$ cat config.mk
export PLATFORM = sky130hd
export DESIGN_NAME = crv_vcursor
export DESIGN_NICKNAME = d
export VERILOG_FILES = /design/src/common/crv_pkg.sv /design/src/rtl/crv_vcursor.sv
export SDC_FILE = /design/constraint.sdc
export NUM_CORES = 1
export LEC_CHECK = 0
export BUFFER_PORTS_ARGS = -buffer_cell sky130_fd_sc_hd__buf_2
export CAP_MARGIN = 20
export CORE_AREA = 8 8 126 187
export CTS_CLUSTER_SIZE = 16
export DETAILED_ROUTE_END_ITERATION = 10
export DIE_AREA = 0 0 134 195
export PLACE_DENSITY_LB_ADDON = 0.3
export SYNTH_ARGS = -nofsm -noshare
export SYNTH_HDL_FRONTEND = slang
export SYNTH_SLANG_ARGS = --single-unit
$ cat constraint.sdc
create_clock -name clk_i -period 3.05 [get_ports clk_i]
set_input_delay 0.305 -clock clk_i [delete_from_list [all_inputs] [get_ports clk_i]]
set_output_delay 0.305 -clock clk_i [all_outputs]
set_load 0.01 [all_outputs]
$ cat src/common/crv_pkg.sv
// Overview of operation
// (RULE_01) Preset row field sets first row scan of the top character row.
// (RULE_02) Byte pan field offsets the start address by zero to three bytes.
// (RULE_03) Maximum scan line field is scan lines per character row minus one.
// (RULE_04) Line doubling repeats row scan and memory address for every line.
// (RULE_05) Cursor start is first row minus one; start above end gives no cursor.
// (RULE_06) Cursor disable bit set hides the text cursor.
// (RULE_07) Cursor ends on the row given by the cursor end field.
// (RULE_08) Cursor delay code delays the cursor zero to three character clocks.
// (RULE_09) Each frame starts at the 21-bit display start address.
// (RULE_10) Cursor shows where memory address equals 21-bit cursor location.
// (RULE_11) Vertical sync starts when line counter equals 11-bit start value.
// (RULE_12) Vertical sync ends when low four line bits match the end field.
// (RULE_13) End of active display sets the vertical interrupt flip-flop.
// (RULE_14) Clear bit at zero clears and holds the flip-flop; one re-arms it.
// (RULE_15) Software writes clear bit zero then one, other bits unchanged.
// (RULE_16) Interrupt passes only with disable clear and master enable set.
// (RULE_17) Refresh select gives three or five cycles unless overridden.
// (RULE_18) Write lock blocks timing register writes except split line bit 8.
// (RULE_19) Active display ends after vertical display end plus one lines.
// (RULE_20) Row start advances by offset times two, four or eight.
// (RULE_21) Offset bits 9-8 from pitch extension, else bit 8 from second register.
// (RULE_22) Word and doubleword bits pick row mode; force bit sets doubleword. Code ignores word_mode_i: quadword x8, dword or force x4, else x2.
// (RULE_23) Host writes an index, then data accesses reach the indexed register.
package crv_pkg;
	localparam logic [7:0] CRV_IDX_PRESET = 8'h08;
	localparam logic [7:0] CRV_IDX_MAXSCAN = 8'h09;
	localparam logic [7:0] CRV_IDX_CSTART = 8'h0A;
	localparam logic [7:0] CRV_IDX_CEND = 8'h0B;
	localparam logic [7:0] CRV_IDX_STARTH = 8'h0C;
	localparam logic [7:0] CRV_IDX_STARTL = 8'h0D;
	localparam logic [7:0] CRV_IDX_CLOCH = 8'h0E;
	localparam logic [7:0] CRV_IDX_CLOCL = 8'h0F;
	localparam logic [7:0] CRV_IDX_VSSTART = 8'h10;
	localparam logic [7:0] CRV_IDX_VSEND = 8'h11;
	localparam logic [7:0] CRV_IDX_VDEND = 8'h12;
	localparam logic [7:0] CRV_IDX_PITCH = 8'h13;
	localparam logic [7:0] CRV_IDX_OVFL = 8'h07;
	localparam logic [7:0] CRV_IDX_LOCKED_LAST = 8'h07;
	// Read masks: reserved bits read as zero
	localparam logic [7:0] CRV_MASK_PRESET = 8'h7F;
	localparam logic [7:0] CRV_MASK_CSTART = 8'h3F;
	localparam logic [7:0] CRV_MASK_CEND = 8'h7F;
	localparam logic [7:0] CRV_MASK_ALL = 8'hFF;
	localparam logic [7:0] CRV_MASK_NONE = 8'h00;
	localparam logic [7:0] CRV_OVFL_UNLOCKED = 8'h10;
	// Reset values
	localparam logic [7:0] CRV_RST_ZERO = 8'h00;
	localparam logic [7:0] CRV_RST_VSEND = 8'h80;
	// Field positions
	localparam int CRV_ROW_LSB = 0;
	localparam int CRV_ROW_MSB = 4;
	localparam int CRV_PAN_LSB = 5;
	localparam int CRV_PAN_MSB = 6;
	localparam int CRV_DBL_BIT = 7;
	localparam int CRV_COFF_BIT = 5;
	localparam int CRV_VSE_MSB = 3;
	localparam int CRV_CLR_BIT = 4;
	localparam int CRV_DIS_BIT = 5;
	localparam int CRV_REF_BIT = 6;
	localparam int CRV_LOCK_BIT = 7;
	localparam int CRV_PEXT_LSB = 4;
	localparam int CRV_PEXT_MSB = 5;
	localparam int CRV_P8_BIT = 2;
	localparam int CRV_EXT_MSB = 4;
	// Refresh cycles per line
	localparam logic [2:0] CRV_REF_THREE = 3'h3;
	localparam logic [2:0] CRV_REF_FIVE = 3'h5;
	localparam logic [2:0] CRV_REF_ONE = 3'h1;
	localparam logic [1:0] CRV_OVR_NONE = 2'h0;
	localparam logic [1:0] CRV_OVR_ONE = 2'h1;
	localparam logic [1:0] CRV_OVR_THREE = 2'h2;
	// Row address shift: word x2, doubleword x4, quadword x8
	localparam logic [1:0] CRV_SH_WORD = 2'h1;
	localparam logic [1:0] CRV_SH_DWORD = 2'h2;
	localparam logic [1:0] CRV_SH_QWORD = 2'h3;
	localparam int CRV_SKEW_MAX = 3;
	localparam int CRV_ADDR_W = 21;
	localparam int CRV_LINE_W = 11;
endpackage

$ cat src/rtl/crv_vcursor.sv
`timescale 1ns/100ps
module crv_vcursor
	import crv_pkg::*;
(
	input wire logic clk_i, // 100 MHz clock
	input wire logic sys_rst_i, // Synchronous reset, high
	input wire logic idx_wr_i, // Index port write strobe
	input wire logic data_wr_i, // Data port write strobe
	input wire logic data_rd_i, // Data port read strobe
	input wire logic [7:0] host_data_i, // Host write data
	output logic [7:0] host_data_o, // Read data, one cycle after strobe
	output logic reg_hit_o, // Index selects a register held here
	output logic [7:0] timing_wr_mask_o, // Writable bits of indices 0-7
	input wire logic char_ce_i, // Character clock enable
	input wire logic line_ce_i, // Horizontal retrace enable, once a line
	input wire logic h_display_i, // Horizontal active display
	input wire logic [10:0] vtotal_i, // Vertical total value
	input wire logic [7:0] timing_overflow_register_i, // Overflow bits
	input wire logic [7:0] vertical_extension_register_i, // Bit 10 source
	input wire logic [4:0] start_address_extension_i, // Address bits 20-16
	input wire logic [1:0] refresh_override_register_i, // Refresh override
	input wire logic [7:0] pitch_extension_register_i, // Offset bits 9-8
	input wire logic [7:0] pitch_bit8_register_i, // Offset bit 8 fallback
	input wire logic [7:0] address_mode_force_register_i, // Bit 3 forces dword
	input wire logic word_mode_i, // Word addressing selected
	input wire logic dword_mode_i, // Doubleword addressing selected
	input wire logic qword_mode_i, // Quadword addressing selected
	input wire logic vertical_irq_master_enable_i, // Master interrupt enable
	output logic vsync_o, // Vertical sync
	output logic v_display_o, // Vertical active display
	output logic irq_o, // Vertical interrupt request
	output logic [20:0] mem_addr_o, // Video memory address
	output logic [4:0] row_scan_o, // Row scan within character cell
	output logic cursor_o, // Skewed text cursor
	output logic [1:0] byte_pan_o, // Byte pan amount
	output logic [2:0] refresh_cycles_o, // Refresh cycles per line
	output logic line_doubling_enable_o // Line doubling active
);

	//--------------------------------------------------
	// Register file
	//--------------------------------------------------
	logic [7:0] crtc_index;
	logic [7:0] crtc_reg [CRV_IDX_PRESET:CRV_IDX_PITCH];

	function automatic logic [7:0] read_mask(input logic [7:0] idx);
		logic [7:0] m;
		m = CRV_MASK_NONE;
		if (idx == CRV_IDX_PRESET) begin
			m = CRV_MASK_PRESET;
		end else if (idx == CRV_IDX_CSTART) begin
			m = CRV_MASK_CSTART;
		end else if (idx == CRV_IDX_CEND) begin
			m = CRV_MASK_CEND;
		end else if (idx >= CRV_IDX_MAXSCAN && idx <= CRV_IDX_PITCH) begin
			m = CRV_MASK_ALL;
		end
		return m;
	endfunction

	always_ff @(posedge clk_i) begin
		if (sys_rst_i) begin
			crtc_index <= CRV_RST_ZERO;
		end else if (idx_wr_i) begin
			crtc_index <= host_data_i; // RULE_23
		end
	end

	generate
		for (genvar g = CRV_IDX_PRESET; g <= CRV_IDX_PITCH; g++) begin : g_reg
			localparam logic [7:0] GIDX = 8'(g);
			localparam logic [7:0] GRST =
				(GIDX == CRV_IDX_VSEND) ? CRV_RST_VSEND : CRV_RST_ZERO;
			always_ff @(posedge clk_i) begin
				if (sys_rst_i) begin
					crtc_reg[g] <= GRST;
				end else if (data_wr_i && crtc_index == GIDX) begin
					crtc_reg[g] <= host_data_i & read_mask(GIDX); // RULE_23
				end
			end
		end
	endgenerate

	assign reg_hit_o = (read_mask(crtc_index) != CRV_MASK_NONE);

	always_ff @(posedge clk_i) begin
		if (sys_rst_i) begin
			host_data_o <= CRV_RST_ZERO;
		end else if (data_rd_i) begin
			host_data_o <= reg_hit_o ? crtc_reg[crtc_index] : CRV_RST_ZERO;
		end
	end

	//--------------------------------------------------
	// Field decode
	//--------------------------------------------------
	logic timing_write_lock;
	logic vertical_irq_clear;
	logic vertical_irq_disable;
	logic cursor_disable;
	logic [1:0] cursor_delay;
	logic [4:0] preset_row;
	logic [4:0] max_scan;
	logic [4:0] cur_start;
	logic [4:0] cur_end;
	logic [20:0] start_addr;
	logic [20:0] cursor_loc;
	logic [10:0] vs_start;
	logic [10:0] vd_end;
	logic [9:0] pitch;
	logic [1:0] pitch_hi;
	logic [1:0] row_shift;
	logic [20:0] row_step;
	logic dword_sel;

	assign timing_write_lock = crtc_reg[CRV_IDX_VSEND][CRV_LOCK_BIT];
	assign vertical_irq_clear = crtc_reg[CRV_IDX_VSEND][CRV_CLR_BIT];
	assign vertical_irq_disable = crtc_reg[CRV_IDX_VSEND][CRV_DIS_BIT];
	assign cursor_disable = crtc_reg[CRV_IDX_CSTART][CRV_COFF_BIT];
	assign cursor_delay = crtc_reg[CRV_IDX_CEND][CRV_PAN_MSB:CRV_PAN_LSB];
	assign preset_row = crtc_reg[CRV_IDX_PRESET][CRV_ROW_MSB:CRV_ROW_LSB];
	assign max_scan = crtc_reg[CRV_IDX_MAXSCAN][CRV_ROW_MSB:CRV_ROW_LSB];
	assign cur_start = crtc_reg[CRV_IDX_CSTART][CRV_ROW_MSB:CRV_ROW_LSB];
	assign cur_end = crtc_reg[CRV_IDX_CEND][CRV_ROW_MSB:CRV_ROW_LSB];
	assign byte_pan_o = crtc_reg[CRV_IDX_PRESET][CRV_PAN_MSB:CRV_PAN_LSB];
	assign line_doubling_enable_o = crtc_reg[CRV_IDX_MAXSCAN][CRV_DBL_BIT];

	// Display start and cursor location, both topped by the start address extension bits
	assign start_addr = {start_address_extension_i[CRV_EXT_MSB:0],
		crtc_reg[CRV_IDX_STARTH], crtc_reg[CRV_IDX_STARTL]}; // RULE_09
	assign cursor_loc = {start_address_extension_i[CRV_EXT_MSB:0],
		crtc_reg[CRV_IDX_CLOCH], crtc_reg[CRV_IDX_CLOCL]}; // RULE_10

	// Line values: bits 8 and 9 from overflow, bit 10 from extension
	assign vs_start = {vertical_extension_register_i[4],
		timing_overflow_register_i[7], timing_overflow_register_i[2],
		crtc_reg[CRV_IDX_VSSTART]}; // RULE_11
	assign vd_end = {vertical_extension_register_i[1],
		timing_overflow_register_i[6], timing_overflow_register_i[1],
		crtc_reg[CRV_IDX_VDEND]}; // RULE_19

	always_comb begin
		pitch_hi = pitch_extension_register_i[CRV_PEXT_MSB:CRV_PEXT_LSB];
		if (pitch_hi == 2'b00) begin
			pitch_hi = {1'b0, pitch_bit8_register_i[CRV_P8_BIT]}; // RULE_21
		end
	end
	assign pitch = {pitch_hi, crtc_reg[CRV_IDX_PITCH]};

	assign dword_sel = dword_mode_i | address_mode_force_register_i[3];

	always_comb begin
		if (qword_mode_i) begin
			row_shift = CRV_SH_QWORD;
		end else if (dword_sel) begin
			row_shift = CRV_SH_DWORD; // RULE_22
		end else begin
			row_shift = CRV_SH_WORD;
		end
	end
	assign row_step = 21'({11'h000, pitch} << row_shift); // RULE_20

	//--------------------------------------------------
	// Timing register write lock and refresh select
	//--------------------------------------------------
	always_comb begin
		if (!timing_write_lock) begin
			timing_wr_mask_o = CRV_MASK_ALL;
		end else if (crtc_index == CRV_IDX_OVFL) begin
			timing_wr_mask_o = CRV_OVFL_UNLOCKED; // RULE_18
		end else if (crtc_index <= CRV_IDX_LOCKED_LAST) begin
			timing_wr_mask_o = CRV_MASK_NONE; // RULE_18
		end else begin
			timing_wr_mask_o = CRV_MASK_ALL;
		end
	end

	always_comb begin
		unique case (refresh_override_register_i)
			CRV_OVR_NONE: refresh_cycles_o =
				crtc_reg[CRV_IDX_VSEND][CRV_REF_BIT] ?
				CRV_REF_FIVE : CRV_REF_THREE; // RULE_17
			CRV_OVR_ONE: refresh_cycles_o = CRV_REF_ONE;
			CRV_OVR_THREE: refresh_cycles_o = CRV_REF_THREE;
			default: refresh_cycles_o = CRV_REF_FIVE;
		endcase
	end

	//--------------------------------------------------
	// Vertical counter, sync and display end
	//--------------------------------------------------
	logic [10:0] line_cnt;
	logic frame_end;
	logic next_vsync;

	assign frame_end = (line_cnt == 11'(vtotal_i + 11'h001));

	always_ff @(posedge clk_i) begin
		if (sys_rst_i) begin
			line_cnt <= '0;
		end else if (line_ce_i) begin
			line_cnt <= frame_end ? '0 : 11'(line_cnt + 11'h001);
		end
	end

	always_comb begin
		next_vsync = vsync_o;
		if (line_cnt == vs_start) begin
			next_vsync = 1'b1; // RULE_11
		end else if (line_cnt[CRV_VSE_MSB:0] ==
			crtc_reg[CRV_IDX_VSEND][CRV_VSE_MSB:0]) begin
			next_vsync = 1'b0; // RULE_12
		end
	end

	always_ff @(posedge clk_i) begin
		if (sys_rst_i) begin
			vsync_o <= 1'b0;
		end else if (line_ce_i) begin
			vsync_o <= next_vsync;
		end
	end

	assign v_display_o = (line_cnt <= vd_end); // RULE_19

	//--------------------------------------------------
	// Vertical interrupt
	//--------------------------------------------------
	logic irq_ff;

	always_ff @(posedge clk_i) begin
		if (sys_rst_i) begin
			irq_ff <= 1'b0;
		end else if (!vertical_irq_clear) begin
			irq_ff <= 1'b0; // RULE_14
		end else if (line_ce_i && line_cnt == vd_end) begin
			irq_ff <= 1'b1; // RULE_13
		end
	end

	assign irq_o = irq_ff & ~vertical_irq_disable &
		vertical_irq_master_enable_i; // RULE_16

	//--------------------------------------------------
	// Row scan and memory address
	//--------------------------------------------------
	logic [4:0] row_scan;
	logic [20:0] row_addr;
	logic [20:0] next_row_addr;
	logic dbl_phase;
	logic dbl_hold;

	// First pass of a doubled line holds row scan and row address
	assign dbl_hold = line_doubling_enable_o && !dbl_phase; // RULE_04

	// Address of the row that begins at this line enable
	always_comb begin
		next_row_addr = row_addr;
		if (frame_end) begin
			next_row_addr = 21'(start_addr + {19'h00000, byte_pan_o}); // RULE_02
		end else if (!dbl_hold && row_scan >= max_scan) begin
			next_row_addr = 21'(row_addr + row_step); // RULE_20
		end
	end

	always_ff @(posedge clk_i) begin
		if (sys_rst_i) begin
			row_scan <= '0;
			row_addr <= '0;
			dbl_phase <= 1'b0;
		end else if (line_ce_i) begin
			row_addr <= next_row_addr;
			if (frame_end) begin
				row_scan <= preset_row; // RULE_01
				dbl_phase <= 1'b0;
			end else if (dbl_hold) begin
				dbl_phase <= 1'b1; // RULE_04
			end else begin
				dbl_phase <= 1'b0;
				if (row_scan >= max_scan) begin
					row_scan <= '0; // RULE_03
				end else begin
					row_scan <= 5'(row_scan + 5'h01); // RULE_03
				end
			end
		end
	end

	assign row_scan_o = row_scan;

	always_ff @(posedge clk_i) begin
		if (sys_rst_i) begin
			mem_addr_o <= '0;
		end else if (line_ce_i) begin
			mem_addr_o <= next_row_addr; // RULE_09
		end else if (char_ce_i && h_display_i) begin
			mem_addr_o <= 21'(mem_addr_o + 21'h000001);
		end
	end

	//--------------------------------------------------
	// Text cursor and skew
	//--------------------------------------------------
	logic cursor_raw;
	logic [CRV_SKEW_MAX:0] cursor_pipe;

	assign cursor_raw = h_display_i && v_display_o && !cursor_disable && // RULE_06
		(cur_start <= cur_end) && // RULE_05
		(row_scan > cur_start) && // RULE_05
		(row_scan <= cur_end) && // RULE_07
		(mem_addr_o == cursor_loc); // RULE_10

	assign cursor_pipe[0] = cursor_raw;

	generate
		for (genvar s = 1; s <= CRV_SKEW_MAX; s++) begin : g_skew
			always_ff @(posedge clk_i) begin
				if (sys_rst_i) begin
					cursor_pipe[s] <= 1'b0;
				end else if (char_ce_i) begin
					cursor_pipe[s] <= cursor_pipe[s-1]; // RULE_08
				end
			end
		end
	endgenerate

	always_ff @(posedge clk_i) begin
		if (sys_rst_i) begin
			cursor_o <= 1'b0;
		end else begin
			cursor_o <= cursor_pipe[cursor_delay]; // RULE_08
		end
	end

endmodule

==> results of run 1 <==
how the worst max path moves through the flow:
stage                                startpoint                          end  depth (start not counted)
5_1_grt           crtc_reg[19][2]$_SDFFCE_PN0P_    row_addr[17]$_SDFFE_PP0P_                         12
2_1_floorplan  address_mode_force_register_i[3]  mem_addr_o[15]$_SDFFE_PP0P_                         15
3_5_place_dp   address_mode_force_register_i[3]    row_addr[17]$_SDFFE_PP0P_                         14
6_report          crtc_reg[19][0]$_SDFFCE_PN0P_    row_addr[20]$_SDFFE_PP0P_                         12
4_1_cts           crtc_reg[19][6]$_SDFFCE_PN0P_    row_addr[17]$_SDFFE_PP0P_                         12
3_3_place_gp   address_mode_force_register_i[3]    row_addr[17]$_SDFFE_PP0P_                         14
final cells by class:
class / count / area share (%)
clock inverters: 13 / 1.499
inverters: 47 / 1.391
clock buffers: 19 / 3.749
flip-flops and latches: 177 / 35.20
well taps: 268 / 2.644
multi-input cells: 835 / 48.18
repair buffers: 155 / 7.339
metal layers:
layer  routed length [um]  GRT usage [%]  vias to the layer above  part of all wire, %
met1                11980          25.89                     4294                   39
met3                 1110          3.700                       81                  3.6
met2                16240          42.77                      246                   53
met4                 1526          13.61                        0                  4.9
li1                     -              -                     4238                    -
met5                    0              0                        -                    0
worst min-delay path: stages:
cell and delay [ns]:
buf_2 0.13, a21oi_1 0.15, nor3b_1 0.06
timing repair:
action,in CTS,in global routing
setup endpoints to repair,0,9
resized for setup,0,6
buffers inserted,0,3
hold buffers,0,0
synth_stat cells (31+ instances only):
library cell,n,area [um^2]
and2_1,99,619.3
edfxtp_1,92,2763
dfxtp_1,85,1702
nand2_1,83,311.6
nor2_1,69,259.0
xnor2_1,60,525.5
ha_1,51,638.1
xor2_1,51,446.7
inv_1,47,176.4
o21ai_0,46,230.2
a21oi_1,43,215.2
clkbuf_1,40,150.1
mux2i_1,33,330.3
nand3_1,31,155.2
power groups by stage:
| stage | Clock [W] | Sequential (W) | Combinational, W |
|---|---|---|---|
| global route | 0.00255 | 0.00271 | 0.000881 |
| finish | 0.00244 | 0.00270 | 0.000805 |
| detailed placement | 0 | 0.00275 | 0.000797 |
| global placement | 0 | 0.00274 | 0.000785 |
| floorplan | 0 | 0.00270 | 0.000526 |
| CTS | 0.00246 | 0.00270 | 0.000801 |
cells by family after synthesis:
group	Yosys count	synth area share (%)
compound gates	211	12.99
simple gates	399	19.27
fa+ha+maj	53	6.143
mux	59	7.889
buf+inv	111	4.397
xor+xnor	111	8.807
flops	177	40.44
other cells	2	0.06803
stage by stage:
step	setup TNS [ns]	total power, W	setup slack [ns]	hold slack, ns
global route	-0.003967	0.006138	-0.003933	0.2686
CTS	0	0.005962	0.05922	0.2501
detailed placement	-3.660	0.003546	-0.3612	0.4591
global placement	-3.173	0.003530	-0.3005	0.4571
floorplan	0	0.003228	0.02621	0.4400
finish	0	0.005948	0.2632	0.2580
==> metrics.yaml, run 1 <==
timing:
  post-route-period-util_pct: 91.37
  fmax_mhz: 358.8
  worstMarginPinSlew_ns: 0.7481
  slew_viol_final: 0
  finalSetupViolCount: 0
  min_period_ns: 2.787
  slew_headroom_pct: 50.02
  finalHoldViolCount: 0
  fin_skew_ns: 0.01072
finish:
  final_core_util_pct: 61.16
  antennaDiodeCount: 0
  regArea_mm2: 0.004464
  multi_input_area_mm2: 0.006111
  fin_cells: 1514
  final.fill_count: 1799
  layout.nets: 1364
  areaGrowthSynthToFinish_pct: 14.89
  largest_register_ffs: 92
  final_cell_mix: "98 x and2_1, 98 x buf_2, 92 x edfxtp_1"
  fin_area_mm2: 0.01268
  drive_above_1_share_pct: 18.94
setup_path:
  r2r-end: "row_addr[20]$_SDFFE_PP0P_"
  path_buf_inv: 2
  required_ns: 3.38
  cp_max_fo: 4
  cp_slowest_cell: "edfxtp_1"
  reg2reg_slack_ns: 0.26
  cp.arrival_ns: 3.11
  critical_path_class: "reg -> reg"
  reg2reg_depth: 12
  critical_path.max_stage_delay_ns: 0.45
  path_common_cell: "buf_4"
  path_delay_family: "compound AO/OA/AOI/OAI gates"
  endpoint_kind: "flip-flop"
  cp_cell_sequence: "nor3b_1 > buf_4 > fa_1 > a211oi_1 > o21ai_0 > o211ai_1 > a21oi_1 > buf_4 > nand4_1 > xor2_1 > nand2_1 > a32o_1"
  startpoint_type: "flip-flop"
  r2r-start: "crtc_reg[19][0]$_SDFFCE_PN0P_"
global_route:
  grt_max_degree: 30
  track_usage_pct: 23.79
  grt_pass1_wl_mm: 48.38
  antenna_found_initial: 0
  grt_pass1_vias: 8949
  overflow: 0
synthesis:
  yosys_warnings: 0
  synth_area_mm2: 0.01104
  seq_area_frac_synth_pct: 40.44
  synth_cells: 1123
  yosysUniqueCellTypes: 71
  synth-edff-count: 92
  async_reset_ff_share_pct: 0
  synthesis.nets: 1254
  syn_avg_cell_area_um2: 9.830
  ys.flop_type: "edfxtp_1"
  ys_seq_elements: 177
drt:
  wirelength_mm: 30.85
  route.antenna.remaining_nets: 0
  drtIter0Drc: 562
  vias_per_cell: 5.851
  dr_total_vias: 8859
  first_pass_iters: 5
  drc_errors: 0
  drt-wirelength-per-cell_um: 20.38
clocking:
  clk_pin_slew_ns: 0.07
  h-tree-depth: 4
  cts_root_buffer: "clkbuf_16"
  cts.sinks: 177
  cts_tree: "built"
  cts_buffer_depth: 2
  cts_buffers: 17
  clock_latency_ns: 0.44
power_and_ir_drop:
  peakVddDrop_v: 0.0004051
  p_int_w: 0.004416
  seqPwrFrac_pct: 45.4
  p_clk_share_pct: 41.1
  power_density_mw_per_mm2: 469.0
  swShare_pct: 25.76
  leakage_nw: 5.263
  switchingPower_w: 0.001533
  combPwrFrac_pct: 13.5
run:
  cap_viol_max_count: 0
die:
  dieHeight_um: 195
  die_area_mm2: 0.02613
  fp.dieW_um: 134
  pin_count: 131
  num_rows: 65
  start_util_pct: 53.23
  coreArea_mm2: 0.02074
placement:
  dp_hpwl_mm: 24.21
  port-buffer-count: 98
  dpl.cell_count: 1479
  placed_cell_area_mm2: 0.01198
  place.gp.congestion: 0.9196
worst_hold_path:
  hold_start: "line_ce_i"
  whs_endpoint: "irq_ff$_SDFFE_PP0P_"
  worstHoldPathType: "in -> reg"
  whs_path_depth: 3
run_status:
  status: "complete, no violations"
Power figures use the tool's default switching activity.
==> run 2, diff against run 1 <==
--- a/config.mk
+++ b/config.mk
@@ -5,12 +5,13 @@
 export SDC_FILE = /design/constraint.sdc
 export NUM_CORES = 1
 export LEC_CHECK = 0
+export ABC_CLOCK_PERIOD_IN_PS = 2800
 export BUFFER_PORTS_ARGS = -buffer_cell sky130_fd_sc_hd__buf_2
 export CAP_MARGIN = 20
-export CORE_AREA = 8 8 126 187
+export CORE_AREA = 8 8 125 185
 export CTS_CLUSTER_SIZE = 16
 export DETAILED_ROUTE_END_ITERATION = 10
-export DIE_AREA = 0 0 134 195
+export DIE_AREA = 0 0 133 193
 export PLACE_DENSITY_LB_ADDON = 0.3
 export SYNTH_ARGS = -nofsm -noshare
 export SYNTH_HDL_FRONTEND = slang
==> constraint.sdc (replaced) <==
create_clock -name clk_i -period 2.8 [get_ports clk_i]
set_input_delay 0.28 -clock clk_i [delete_from_list [all_inputs] [get_ports clk_i]]
set_output_delay 0.28 -clock clk_i [all_outputs]
set_load 0.01 [all_outputs]
==> metrics.yaml, run 2 (synthesis gave the netlist of run 1 again) <==
drt:
  route.antenna.remaining_nets: 0  # unchanged
  drt-wirelength-per-cell_um: 20.30  # -0.37%
  drtIter0Drc: 673  # +20%
  drc_errors: 0  # unchanged
  vias_per_cell: 5.920  # +1.2%
  first_pass_iters: 7  # +2
  dr_total_vias: 9229  # +4.2%
  wirelength_mm: 31.65  # +2.6%
timing:
  min_period_ns: 2.728  # -0.05891 ns
  finalWorstSetupSlack_ns: 0.07208  # -0.1911 ns
  slew_viol_final: 0  # unchanged
  rsz0062_at_grt: "true"
  finalSetupViolCount: 0  # unchanged
  worstMarginPinSlew_ns: 0.8705  # +0.1224 ns
  fin_skew_ns: 0.008090  # -0.002630 ns
  fmax_mhz: 366.6  # +2.2%
  slew_headroom_pct: 41.75  # -8.3 points
  finalHoldViolCount: 0  # unchanged
  post-route-period-util_pct: 97.43  # +6.1 points
clocking:
  ctsHoldBuffers: 0  # unchanged
  cts_tree: "built"
  cts_root_buffer: "clkbuf_16"
  h-tree-depth: 4  # unchanged
  cts_buffers: 17  # unchanged
  clock_latency_ns: 0.44  # about the same
  cts_buffer_depth: 2  # unchanged
  cts.sinks: 177  # unchanged
  clk_pin_slew_ns: 0.07  # about the same
placement:
  port-buffer-count: 98  # unchanged
  dp_hpwl_mm: 24.27  # +0.26%
  placed_cell_area_mm2: 0.01230  # +2.7%
  dpl.cell_count: 1521  # +2.8%
  place.gp.congestion: 0.9311  # +1.3%
  pre_cts_slack_ns: -0.2350  # +0.1262 ns
global_route:
  antenna_found_initial: 1  # +1
  grt_max_degree: 27  # -10%
  grt_pass1_wl_mm: 49.24  # +1.8%
  grt_pass1_vias: 9369  # +4.7%
  track_usage_pct: 24.82  # +1.0 points
  overflow: 0  # unchanged
power_and_ir_drop:
  switchingPower_w: 0.001705  # +11%
  swShare_pct: 26.80  # +1.0 points
  power_density_mw_per_mm2: 487.3  # +3.9%
  p_clk_share_pct: 39.0  # -2.1 points
  p_int_w: 0.004657  # +5.5%
  seqPwrFrac_pct: 46.0  # +0.6 points
  peakVddDrop_v: 0.0004449  # +9.8%
  leakage_nw: 5.466  # +3.9%
  combPwrFrac_pct: 15.0  # +1.5 points
setup_path:
  path_delay_family: "compound AO/OA/AOI/OAI gates"
  cp.arrival_ns: 3.05  # -0.06 ns
  required_ns: 3.12  # -0.26 ns
  cp_slowest_cell: "edfxtp_1"
  reg2reg_depth: 13  # +1
  critical_path.max_stage_delay_ns: 0.45  # about the same
  endpoint_kind: "flip-flop"
  startpoint_type: "flip-flop"
  cp_cell_sequence: "buf_4 > nand2_1 > a21oi_1 > ha_1 > o211ai_1 > o211ai_1 > buf_4 > a311oi_4 > xor2_1 > o21ai_1 > mux2_2 > nor2_1 > a211oi_1"
  cp.depth: 13  # +1
  critical_path_class: "reg -> reg"
  cp_max_fo: 4  # unchanged
  path_buf_inv: 2  # unchanged
worst_hold_path:
  whs_path_depth: 3  # unchanged
  worstHoldPathType: "in -> reg"
die:
  coreArea_mm2: 0.02058  # -0.78%
  start_util_pct: 53.65  # +0.42 points
  die_area_mm2: 0.02567  # -1.8%
  pin_count: 131  # unchanged
  num_rows: 65  # unchanged
  dieHeight_um: 193  # -1.0%
  fp.dieW_um: 133  # -0.75%
run_status:
  status: "complete, no violations"
run:
  cap_viol_max_count: 0  # unchanged
finish:
  largest_register_ffs: 92  # unchanged
  drive_above_1_share_pct: 22.70  # +3.8 points
  final_cell_mix: "99 x buf_4, 98 x and2_1, 98 x buf_2"
  fin_area_mm2: 0.01306  # +2.9%
  areaGrowthSynthToFinish_pct: 18.27
  layout.nets: 1409  # +3.3%
  antennaDiodeCount: 0  # unchanged
  layout_commonest_cell: "buf_4"
  fin_cells: 1559  # +3.0%
-- run 2: changes by cell type in the layout (fill, tap and decap cells not counted), sizes merged --
cell,previous run,this run
clkinv,2,5
clkbuf,19,18
bufinv,4,3
buf,155,200
inv,52,51
-- run 2: worst paths after layout --
check                           slack, ns                           from                     endpoint
worst min-delay path                 0.26                      line_ce_i          irq_ff$_SDFFE_PP0P_
worst max register to register       0.07  crtc_reg[19][1]$_SDFFCE_PN0P_  mem_addr_o[11]$_SDFFE_PP0P_
worst min register to register       0.47    host_data_o[1]$_SDFFE_PP0P_  host_data_o[1]$_SDFFE_PP0P_
worst max-delay path                 0.07  crtc_reg[19][1]$_SDFFCE_PN0P_  mem_addr_o[11]$_SDFFE_PP0P_
-- run 2: area by class of cell --
class / instances / area (um^2)
clock inverter: 14 / 180.2
sequential: 177 / 4464
fill: 1662 / 7520
multi-input combinational: 835 / 6195
clock buffer: 18 / 429.2
tap: 268 / 335.3
inverter: 47 / 176.4
timing repair buffer: 200 / 1276
-- run 2: metal layers --
metal  global-route usage, %  up-vias  share of wire (%)
met3                   4.020      127                5.0
met2                   44.55      355                 52
li1                        -     4325                  -
met5                       0        -              0.044
met4                   16.79        2                6.5
met1                   26.43     4420                 37
-- run 2: what timing repair did --
item | in CTS | in global routing
resized for setup | 0 | 26
buffers inserted | 0 | 6
setup endpoints to repair | 0 | 26
-- run 2: power by group through the flow --
stage	logic, W	registers [W]	clock network [W]
6_report	0.000954	0.00293	0.00248
5_1_grt	0.00103	0.00294	0.00261
4_1_cts	0.000928	0.00293	0.00250
3_5_place_dp	0.000919	0.00298	0
3_3_place_gp	0.000900	0.00298	0
2_1_floorplan	0.000577	0.00294	0
-- run 2: stage by stage --
stage          power [W]  TNS [ns]  utilization (%)  hold slack (ns)
4_1_cts         0.006349         0            62.76           0.2465
2_1_floorplan   0.003521   -0.3763                -           0.4268
3_3_place_gp    0.003879    -3.480            59.80           0.4570
5_1_grt         0.006581    -1.029            63.45           0.2556
6_report        0.006362         0            63.45           0.2573
3_5_place_dp    0.003902    -4.270            59.80           0.4599
-- run 2: worst reg2reg max path, cell delays in order, from the launching register on --
cell and delay, ns:
edfxtp_1 0.45, buf_4 0.17, nand2_1 0.05, a21oi_1 0.07, ha_1 0.34, o211ai_1 0.24
o211ai_1 0.15, buf_4 0.17, a311oi_4 0.24, xor2_1 0.20, o21ai_1 0.09, mux2_2 0.28
nor2_1 0.11, a211oi_1 0.06
